### config.mk
export PLATFORM = sky130hd
export DESIGN_NAME = timer_compare_flags
export DESIGN_NICKNAME = d
export VERILOG_FILES = /design/src/common/timer_regs_pkg.sv /design/src/core/edge_delay.sv /design/src/core/event_sync.sv /design/src/core/timer_compare_flags.sv
export SDC_FILE = /design/constraint.sdc
export NUM_CORES = 1
export LEC_CHECK = 0
export ABC_AREA = 1
export BUFFER_PORTS_ARGS = -buffer_cell sky130_fd_sc_hd__buf_2
export CAP_MARGIN = 20
export CORE_MARGIN = 5
export CORE_UTILIZATION = 54
export CTS_CLUSTER_DIAMETER = 200
export CTS_CLUSTER_SIZE = 10
export DETAILED_ROUTE_END_ITERATION = 7
export PLACE_DENSITY = 0.76
export SLEW_MARGIN = 20
export SYNTH_ARGS = -nofsm -noshare
export SYNTH_HDL_FRONTEND = slang
export SYNTH_HIERARCHICAL = 1
export SYNTH_SLANG_ARGS = --single-unit
### constraint.sdc
create_clock -name clk -period 1.61 [get_ports clk]
set_input_delay 0.161 -clock clk [delete_from_list [all_inputs] [get_ports clk]]
set_output_delay 0.161 -clock clk [all_outputs]
set_load 0.01 [all_outputs]
### src/common/timer_regs_pkg.sv
// constants, register map and types for the timer compare/flag block
package timer_regs_pkg;

    // ****************************************
    // register offsets on the 6-bit i/o bus
    // ****************************************
    localparam logic [5:0] ADDR_DEAD_TIME = 6'h24;
    localparam logic [5:0] ADDR_HIGH_BYTE = 6'h25;
    localparam logic [5:0] ADDR_CMP_B     = 6'h2B;
    localparam logic [5:0] ADDR_TOP       = 6'h2D;
    localparam logic [5:0] ADDR_CMP_D     = 6'h2E;
    localparam logic [5:0] ADDR_FLAGS     = 6'h38;
    localparam logic [5:0] ADDR_MASK      = 6'h39;

    // ****************************************
    // field positions
    // ****************************************
    localparam int BIT_CMP_D = 7;
    localparam int BIT_CMP_A = 6;
    localparam int BIT_CMP_B = 5;
    localparam int BIT_OVF   = 2;
    localparam logic [7:0] FLAG_BITS = 8'hE4;
    localparam int DT_TRUE_LSB = 4;
    localparam int DT_INV_LSB  = 0;
    localparam int DT_WIDTH    = 4;
    localparam int HIGH_WIDTH  = 2;

    // ****************************************
    // reset values and limits
    // ****************************************
    localparam logic [7:0] DEAD_TIME_RST = 8'h00;
    localparam logic [7:0] MASK_RST      = 8'h00;
    localparam logic [7:0] FLAGS_RST     = 8'h00;
    localparam logic [9:0] CMP_RST       = 10'h000;
    localparam logic [9:0] TOP_RST       = 10'h0FF;
    localparam logic [9:0] TOP_MIN       = 10'h003;
    localparam logic [1:0] HIGH_RST      = 2'h0;

    // ****************************************
    // interrupt vectors
    // ****************************************
    localparam logic [4:0] VEC_CMP_A = 5'h03;
    localparam logic [4:0] VEC_OVF   = 5'h04;
    localparam logic [4:0] VEC_CMP_B = 5'h09;
    localparam logic [4:0] VEC_CMP_D = 5'h10;
    localparam logic [4:0] VEC_NONE  = 5'h00;

    // ****************************************
    // timing
    // ****************************************
    localparam int CLK_PERIOD_NS = 40;
    localparam int SYNC_NS       = 40;
    localparam int SYNC_CYCLES   = (SYNC_NS + CLK_PERIOD_NS - 1) / CLK_PERIOD_NS;

    // dead-time edge delay states, gray along low -> wait -> high
    typedef enum logic [1:0] {
        DT_LOW  = 2'b00,
        DT_WAIT = 2'b01,
        DT_HIGH = 2'b11
    } dt_state_t;

endpackage : timer_regs_pkg

### src/core/edge_delay.sv
// rising-edge delay of one output level, counted in prescaled ticks
`timescale 1ns/100ps
`default_nettype none
module edge_delay (
    // clock, reset, enable
    input  wire logic                                clk,
    input  wire logic                                rst,
    input  wire logic                                ce,
    // prescaled timer tick
    input  wire logic                                presc_tick,
    // level and delay
    input  wire logic                                level_in,
    input  wire logic [timer_regs_pkg::DT_WIDTH-1:0] delay,
    output logic                                     level_out
);
    import timer_regs_pkg::*;

    dt_state_t             state;
    dt_state_t             next_state;
    logic [DT_WIDTH-1:0]   count;
    logic [DT_WIDTH-1:0]   next_count;
    logic                  next_level_out;

    // falling edges pass at once, rising edges wait delay ticks
    always_comb
    begin
        next_state = state;
        next_count = count;
        if (ce)
        begin
            case (state)
                DT_LOW:
                begin
                    if (level_in && delay == '0)
                        next_state = DT_HIGH;
                    else if (level_in)
                    begin
                        next_state = DT_WAIT;
                        next_count = delay;
                    end
                end
                DT_WAIT:
                begin
                    if (!level_in)
                        next_state = DT_LOW;
                    else if (presc_tick && count == DT_WIDTH'(1))
                        next_state = DT_HIGH;
                    else if (presc_tick)
                        next_count = count - DT_WIDTH'(1);
                end
                DT_HIGH:
                begin
                    if (!level_in)
                        next_state = DT_LOW;
                end
                default:
                begin
                    next_state = DT_LOW;
                end
            endcase
        end
        next_level_out = (next_state == DT_HIGH);
    end

    always_ff @(posedge clk)
    begin
        if (rst)
        begin
            state     <= DT_LOW;
            count     <= '0;
            level_out <= 1'b0;
        end
        else
        begin
            state     <= next_state;
            count     <= next_count;
            level_out <= next_level_out;
        end
    end

endmodule : edge_delay
`default_nettype wire

### src/core/event_sync.sv
// fixed one-stage synchronisation delay for event and clear pulses
`timescale 1ns/100ps
`default_nettype none
module event_sync #(
    parameter int WIDTH = 8
) (
    // clock, reset, enable
    input  wire logic             clk,
    input  wire logic             rst,
    input  wire logic             ce,
    // pulses
    input  wire logic [WIDTH-1:0] pulse_in,
    output logic      [WIDTH-1:0] pulse_out
);
    import timer_regs_pkg::*;

    logic [WIDTH-1:0] next_pulse_out;

    // capture only on enabled edges so a frozen block loses nothing
    always_comb
    begin
        next_pulse_out = pulse_out;
        if (ce)
        begin
            next_pulse_out = pulse_in;
        end
    end

    always_ff @(posedge clk)
    begin
        if (rst)
        begin
            pulse_out <= '0;
        end
        else
        begin
            pulse_out <= next_pulse_out;
        end
    end

endmodule : event_sync
`default_nettype wire

### src/core/timer_compare_flags.sv
// compare registers, interrupt flags, mask and dead-time for the 10-bit timer
// Operation
// - channel B matches only when the counter counts onto compare_b_value
// - a bus write making counter and compare_b_value equal gives no match
// - channel B match sets compare_b_flag after a sync delay
// - counter equal to top_compare_value clears the counter in every mode
// - writes below three to top_compare_value store three
// - channel D matches only when the counter counts onto compare_d_value
// - a bus write making counter and compare_d_value equal gives no match
// - channel D match sets compare_d_flag after a sync delay
// - mask bits: D enable 7, A enable 6, B enable 5, overflow 2
// - vectors: D 0x10, A 0x03, B 0x09, overflow 0x04
// - compare_a_flag and compare_b_flag set on their matches
// - a flag clears when its interrupt vector is executed
// - software writes one to clear a flag, applied one cycle later
// - compare interrupt needs global enable, channel enable and flag
// - normal and single-slope modes set overflow at top reload
// - dual-slope mode sets overflow when counter reaches bottom
// - overflow flag clears on vector or one cycle after write-one
// - overflow interrupt needs global enable, overflow enable and flag
// - dead-time: bits 7:4 true output rise, bits 3:0 inverted rise
// - each dead-time field counts 0 to 15 prescaled ticks
// - one shared high byte serves every 10-bit register access
`timescale 1ns/100ps
`default_nettype none
module timer_compare_flags (
    // clock, reset, enable
    input  wire logic       clk,
    input  wire logic       rst,
    input  wire logic       ce,
    // cpu i/o bus
    input  wire logic [5:0] io_addr,
    input  wire logic [7:0] io_wdata,
    input  wire logic       io_we,
    input  wire logic       io_re,
    output logic      [7:0] io_rdata,
    // counter core
    input  wire logic [9:0] counter_value,
    input  wire logic       cnt_step,
    input  wire logic       cnt_down,
    input  wire logic [9:0] compare_a_value,
    input  wire logic       pwm_enable,
    input  wire logic [1:0] wave_mode,
    output logic            counter_clear,
    output logic      [1:0] shared_high_byte,
    output logic      [9:0] compare_b_value,
    output logic      [9:0] top_compare_value,
    output logic      [9:0] compare_d_value,
    // processor interrupt
    input  wire logic       global_int_en,
    input  wire logic       int_ack,
    output logic            irq_req,
    output logic      [4:0] irq_vector,
    // dead-time stage, index 0 A, 1 B, 2 D
    input  wire logic       presc_tick,
    input  wire logic [2:0] wave_level,
    output logic      [2:0] out_true,
    output logic      [2:0] out_inv
);
    import timer_regs_pkg::*;

    // ****************************************
    // helpers
    // ****************************************

    // the three 10-bit compare registers that go through the shared byte
    function automatic logic is_wide(input logic [5:0] a);
        is_wide = (a == ADDR_CMP_B) || (a == ADDR_TOP) || (a == ADDR_CMP_D);
    endfunction : is_wide

    // a match only counts on a counting step, never on a bus write
    function automatic logic count_hit(input logic step, input logic [9:0] cnt,
                                       input logic [9:0] cmp);
        count_hit = step && (cnt == cmp);
    endfunction : count_hit

    // ****************************************
    // register file
    // ****************************************
    logic [7:0] dead_time_value;
    logic [7:0] timer_interrupt_mask;
    logic [7:0] timer_interrupt_flags;
    logic [7:0] next_dead_time;
    logic [7:0] next_mask;
    logic [1:0] next_high;
    logic [9:0] next_cmp_b;
    logic [9:0] next_top;
    logic [9:0] next_cmp_d;
    logic [7:0] next_rdata;
    logic [9:0] wide_wdata;
    logic       wr;
    logic       rd;

    assign wr = ce && io_we;
    assign rd = ce && io_re;
    assign wide_wdata = {shared_high_byte, io_wdata};

    // bus writes; a wide read parks the upper bits in the shared byte
    always_comb
    begin
        next_dead_time = dead_time_value;
        next_mask      = timer_interrupt_mask;
        next_high      = shared_high_byte;
        next_cmp_b     = compare_b_value;
        next_top       = top_compare_value;
        next_cmp_d     = compare_d_value;
        next_rdata     = io_rdata;
        if (wr)
        begin
            case (io_addr)
                ADDR_DEAD_TIME: next_dead_time = io_wdata;
                ADDR_MASK:      next_mask      = io_wdata;
                ADDR_HIGH_BYTE: next_high      = io_wdata[HIGH_WIDTH-1:0];
                ADDR_CMP_B:     next_cmp_b     = wide_wdata;
                ADDR_CMP_D:     next_cmp_d     = wide_wdata;
                ADDR_TOP:       next_top = (wide_wdata < TOP_MIN) ? TOP_MIN : wide_wdata;
                default:        next_mask      = timer_interrupt_mask;
            endcase
        end
        if (rd)
        begin
            case (io_addr)
                ADDR_DEAD_TIME: next_rdata = dead_time_value;
                ADDR_MASK:      next_rdata = timer_interrupt_mask;
                ADDR_FLAGS:     next_rdata = timer_interrupt_flags;
                ADDR_HIGH_BYTE: next_rdata = {6'h00, shared_high_byte};
                ADDR_CMP_B:     next_rdata = compare_b_value[7:0];
                ADDR_TOP:       next_rdata = top_compare_value[7:0];
                ADDR_CMP_D:     next_rdata = compare_d_value[7:0];
                default:        next_rdata = 8'h00; // unmapped reads zero
            endcase
            if (is_wide(io_addr))
            begin
                case (io_addr)
                    ADDR_CMP_B: next_high = compare_b_value[9:8];
                    ADDR_TOP:   next_high = top_compare_value[9:8];
                    default:    next_high = compare_d_value[9:8];
                endcase
            end
        end
    end

    always_ff @(posedge clk)
    begin
        if (rst)
        begin
            dead_time_value      <= DEAD_TIME_RST;
            timer_interrupt_mask <= MASK_RST;
            shared_high_byte     <= HIGH_RST;
            compare_b_value      <= CMP_RST;
            top_compare_value    <= TOP_RST;
            compare_d_value      <= CMP_RST;
            io_rdata             <= 8'h00;
        end
        else
        begin
            dead_time_value      <= next_dead_time;
            timer_interrupt_mask <= next_mask;
            shared_high_byte     <= next_high;
            compare_b_value      <= next_cmp_b;
            top_compare_value    <= next_top;
            compare_d_value      <= next_cmp_d;
            io_rdata             <= next_rdata;
        end
    end

    // ****************************************
    // match and overflow events
    // ****************************************
    logic       match_a;
    logic       match_b;
    logic       match_d;
    logic       top_hit;
    logic       dual_slope;
    logic       ovf_evt;
    logic [7:0] sync_in;
    logic [7:0] sync_out;
    logic [7:0] wr_clear;

    assign match_a = count_hit(cnt_step, counter_value, compare_a_value);
    assign match_b = count_hit(cnt_step, counter_value, compare_b_value);
    assign match_d = count_hit(cnt_step, counter_value, compare_d_value);
    assign top_hit = count_hit(cnt_step, counter_value, top_compare_value);
    assign counter_clear = top_hit;
    // phase-and-frequency correct and dual-slope modes wrap at bottom
    assign dual_slope = pwm_enable && wave_mode[0];
    assign ovf_evt = dual_slope ? (cnt_step && cnt_down && counter_value == 10'h000)
                                : top_hit;
    assign wr_clear = (wr && io_addr == ADDR_FLAGS) ? (io_wdata & FLAG_BITS) : 8'h00;

    // compare events in the upper nibble, write-one clears in the lower
    assign sync_in = {match_d, match_a, match_b, 1'b0,
                      wr_clear[BIT_CMP_D], wr_clear[BIT_CMP_A], wr_clear[BIT_CMP_B],
                      wr_clear[BIT_OVF]};

    event_sync #(
        .WIDTH     (8)
    ) u_sync (
        .clk       (clk),
        .rst       (rst),
        .ce        (ce),
        .pulse_in  (sync_in),
        .pulse_out (sync_out)
    );

    // ****************************************
    // flags and interrupt request
    // ****************************************
    logic [7:0] set_vec;
    logic [7:0] clr_vec;
    logic [7:0] ack_vec;
    logic [7:0] pending;
    logic [7:0] next_flags;

    assign set_vec = {sync_out[7], sync_out[6], sync_out[5], 2'b00, ovf_evt, 2'b00};
    assign pending = timer_interrupt_flags & timer_interrupt_mask & FLAG_BITS
                     & {8{global_int_en}};
    assign irq_req = |pending;

    // fixed priority by vector number, lowest first
    always_comb
    begin
        ack_vec    = 8'h00;
        irq_vector = VEC_NONE;
        if (pending[BIT_CMP_A])
        begin
            irq_vector = VEC_CMP_A;
            ack_vec[BIT_CMP_A] = int_ack;
        end
        else if (pending[BIT_OVF])
        begin
            irq_vector = VEC_OVF;
            ack_vec[BIT_OVF] = int_ack;
        end
        else if (pending[BIT_CMP_B])
        begin
            irq_vector = VEC_CMP_B;
            ack_vec[BIT_CMP_B] = int_ack;
        end
        else if (pending[BIT_CMP_D])
        begin
            irq_vector = VEC_CMP_D;
            ack_vec[BIT_CMP_D] = int_ack;
        end
    end

    assign clr_vec = {sync_out[3], sync_out[2], sync_out[1], 2'b00, sync_out[0], 2'b00}
                     | ack_vec;

    // set beats clear so an event in the clearing cycle survives
    always_comb
    begin
        next_flags = timer_interrupt_flags;
        if (ce)
        begin
            next_flags = ((timer_interrupt_flags & ~clr_vec) | set_vec) & FLAG_BITS;
        end
    end

    always_ff @(posedge clk)
    begin
        if (rst)
        begin
            timer_interrupt_flags <= FLAGS_RST;
        end
        else
        begin
            timer_interrupt_flags <= next_flags;
        end
    end

    // ****************************************
    // dead-time generators, one pair per channel
    // ****************************************
    genvar ch;
    generate
        for (ch = 0; ch < 3; ch = ch + 1)
        begin : g_dt
            edge_delay u_true (
                .clk        (clk),
                .rst        (rst),
                .ce         (ce),
                .presc_tick (presc_tick),
                .level_in   (wave_level[ch]),
                .delay      (dead_time_value[DT_TRUE_LSB +: DT_WIDTH]),
                .level_out  (out_true[ch])
            );
            edge_delay u_inv (
                .clk        (clk),
                .rst        (rst),
                .ce         (ce),
                .presc_tick (presc_tick),
                .level_in   (!wave_level[ch]),
                .delay      (dead_time_value[DT_INV_LSB +: DT_WIDTH]),
                .level_out  (out_inv[ch])
            );
        end
    endgenerate
endmodule : timer_compare_flags
`default_nettype wire

==> run summary <==
Outcome: finished, final reports clean
Total Nets Final: 1242
GRT Util Overall: 0.261
Worst setup EP type: output port
Final setup vio count: 0
Clock transition at path regs: 80 ps
Sw Share: 0.286
Cell mode on critical path: nand2_1
Num CTS Buffers: 9
Initial Util: 0.550
Number of vias per cell: 5.28
Reg2reg path depth: 8
R2r startpoint: compare_b_value[4]
Inst Count DP: 1310
CTS tree: done
CP bufs+invs: 2
Routed via count: 7034
Die area: 0.0145 mm²
Worst-case clock buffer depth: 2
Crit-path leading delay family: simple AND/OR/NAND/NOR gates
Syn Area/Cell: 6.17 µm²
Crit-path slowest cell: dfxtp_4
Cell Rows: 40
Initial antenna violation count: 0
HP Class: primary input to register
CP startpoint: top_compare_value[1]
Fin area: 0.00770 mm²
Inserted Diodes: 0
IR drop worst, VDD: 0.596 mV
PD cells: 820 mW/mm²
DR DRC count: 0
Die Y: 120 µm
Fin crit share: 0.992
Leak pwr: 3.85 nW
Clock Power Share: 0.400
First DRT Iteration DRCs: 639
Switch Pwr: 1.80 mW
Crit-path cells: inv_2, nand2_2, nand2_1, nor2_1, nand2_1, nor2_2, and2_1, buf_2
Worst Path Max Fanout: 4
Min-Delay Path Depth: 3
Layout cells sized above 1: 0.196
Total grt overflow: 0
Max-slew headroom: 0.747
Worst setup SP type: register
Core Area: 0.0120 mm²
RSZ-0062 raised after global routing: true
Fin. Hold Viols: 0
HP Start: io_wdata[3]
Synthesis-to-layout area growth: 17.0%
Slowest stage delay, CP: 370 ps
Number of port buffers: 101
Routed length per instance: 13.9 µm
Setup Skew: 9.25 ps
Fmax: 0.626 GHz
Cell depth of the worst setup path: 8
Fin. max-slew vios: 0
YS warnings: 6
Sink Count: 109
Max-cap viol count: 0
Routability cong.: 0.936
# fillers: 1145
Syn Inst Count: 1066
Final wirelength: 18.5 mm
Data arrival, critical path: 1440 ps
CTS H-tree depth: 3
Worst hold slack: 119 ps
Largest net degree at the start of global routing: 35
Router iterations before antenna repair: 5
Internal power: 4.51 mW
Antenna violation net count after detailed routing: 0
Critical Path RT: 1450 ps
Worst slack, placed: 35.0 ps
Dpl hpwl: 13.8 mm
Placement-stage cell area: 0.00726 mm²
Number of global-route vias before repair: 6448
CTS root buf: clkbuf_16
Comb pwr share: 0.147
Least-Margin Pin Slew: 378 ps
Layout Cells excl Fill: 1332
Synth Cell Area: 0.00658 mm²
Sequential share of power: 0.453
Synth Net Count: 1128
Fin crit period: 1600 ps
Cts-stage hold buffer count: 0
Die W: 120 µm
WS Path Type: register to output port
First-pass GRT wire length: 30.7 mm
Worst-Skew Late Latency: 360 ps
I/O pins: 103
Final Power: 6.32 mW
Fin worst setup slack: 13.5 ps
[stage by stage]
step                      utilization  TNS [ps]
after global routing            0.644     -29.9
after CTS                       0.637         0
final                           0.644         0
after global placement          0.607         0
after detailed placement        0.607         0
after floorplan                     -         0
[placed cells by master, fill, tap and decap left out, drive strengths merged, types with 3 or more instances in the layout]
cell type / instances
xnor2: 8
nor4: 4
nand3: 67
inv: 172
nand3b: 6
clkinv: 4
clkbuf: 9
nor3: 5
or2: 6
dfxtp: 109
buf: 123
a21oi: 72
nor2: 163
o211ai: 3
o22ai: 14
nand4: 7
ha: 12
o21ai: 83
nand2: 306
[power by group through the flow]
stage               logic, mW  clock network, mW  registers (mW)
finish                  0.930               2.53            2.86
detailed placement      0.910                  0            2.93
CTS                     0.916               2.58            2.86
floorplan               0.638                  0            2.91
global route             1.07               2.68            2.87
global placement        0.893                  0            2.93
[flip-flops by register name, indices dropped and copies added, names as in the netlist]
register	count
g_dt.u_inv/count	12
g_dt.u_true/count	12
compare_b_value	10
compare_d_value	10
top_compare_value	10
dead_time_value	8
io_rdata	8
timer_interrupt_mask	8
u_sync/pulse_out	7
g_dt.u_inv/state	6
g_dt.u_true/state	6
timer_interrupt_flags	4
g_dt.u_inv/level_out	3
g_dt.u_true/level_out	3
shared_high_byte	2
[final timing paths]
path                              to  slack (ps)
max reg2reg      u_sync/pulse_out[5]         100
min reg2reg  timer_interrupt_mask[4]         450
min          timer_interrupt_mask[3]         120
max                    counter_clear          10
[layout make-up]
| cell class | instances | area, µm² | share of cell area |
|---|---|---|---|
| clock buffers | 9 | 225 | 0.0292 |
| clock inverters | 7 | 118 | 0.0153 |
| repair buffers | 123 | 683 | 0.0887 |
| well taps | 147 | 184 | 0.0239 |
| inverters | 171 | 642 | 0.0833 |
| flip-flops and latches | 109 | 2200 | 0.286 |
| multi-input cells | 766 | 3650 | 0.474 |
[what timing repair did]
action                                  in CTS  in global routing
resized for setup                            7                 19
buffers inserted                             0                  6
pin swaps                                    0                  8
endpoints found under the setup margin       1                  1
[metal layers]
metal,track usage,vias to the layer above,routed length [µm]
li1,-,3595,-
met4,0.0928,0,518
met1,0.328,3097,7890
met3,0.0552,40,1410
met2,0.441,302,8700
met5,0,-,0
[worst register-to-register path, cell delays in order (launching register included)]
cell and delay, ps:
dfxtp_1 450, o22ai_1 120, a221oi_1 250, nand3_1 160, nor2_1 210, inv_1 60
nand2_1 50, nand2_1 50, nor2_1 90
No activity file was read; power rests on OpenSTA's default activity.
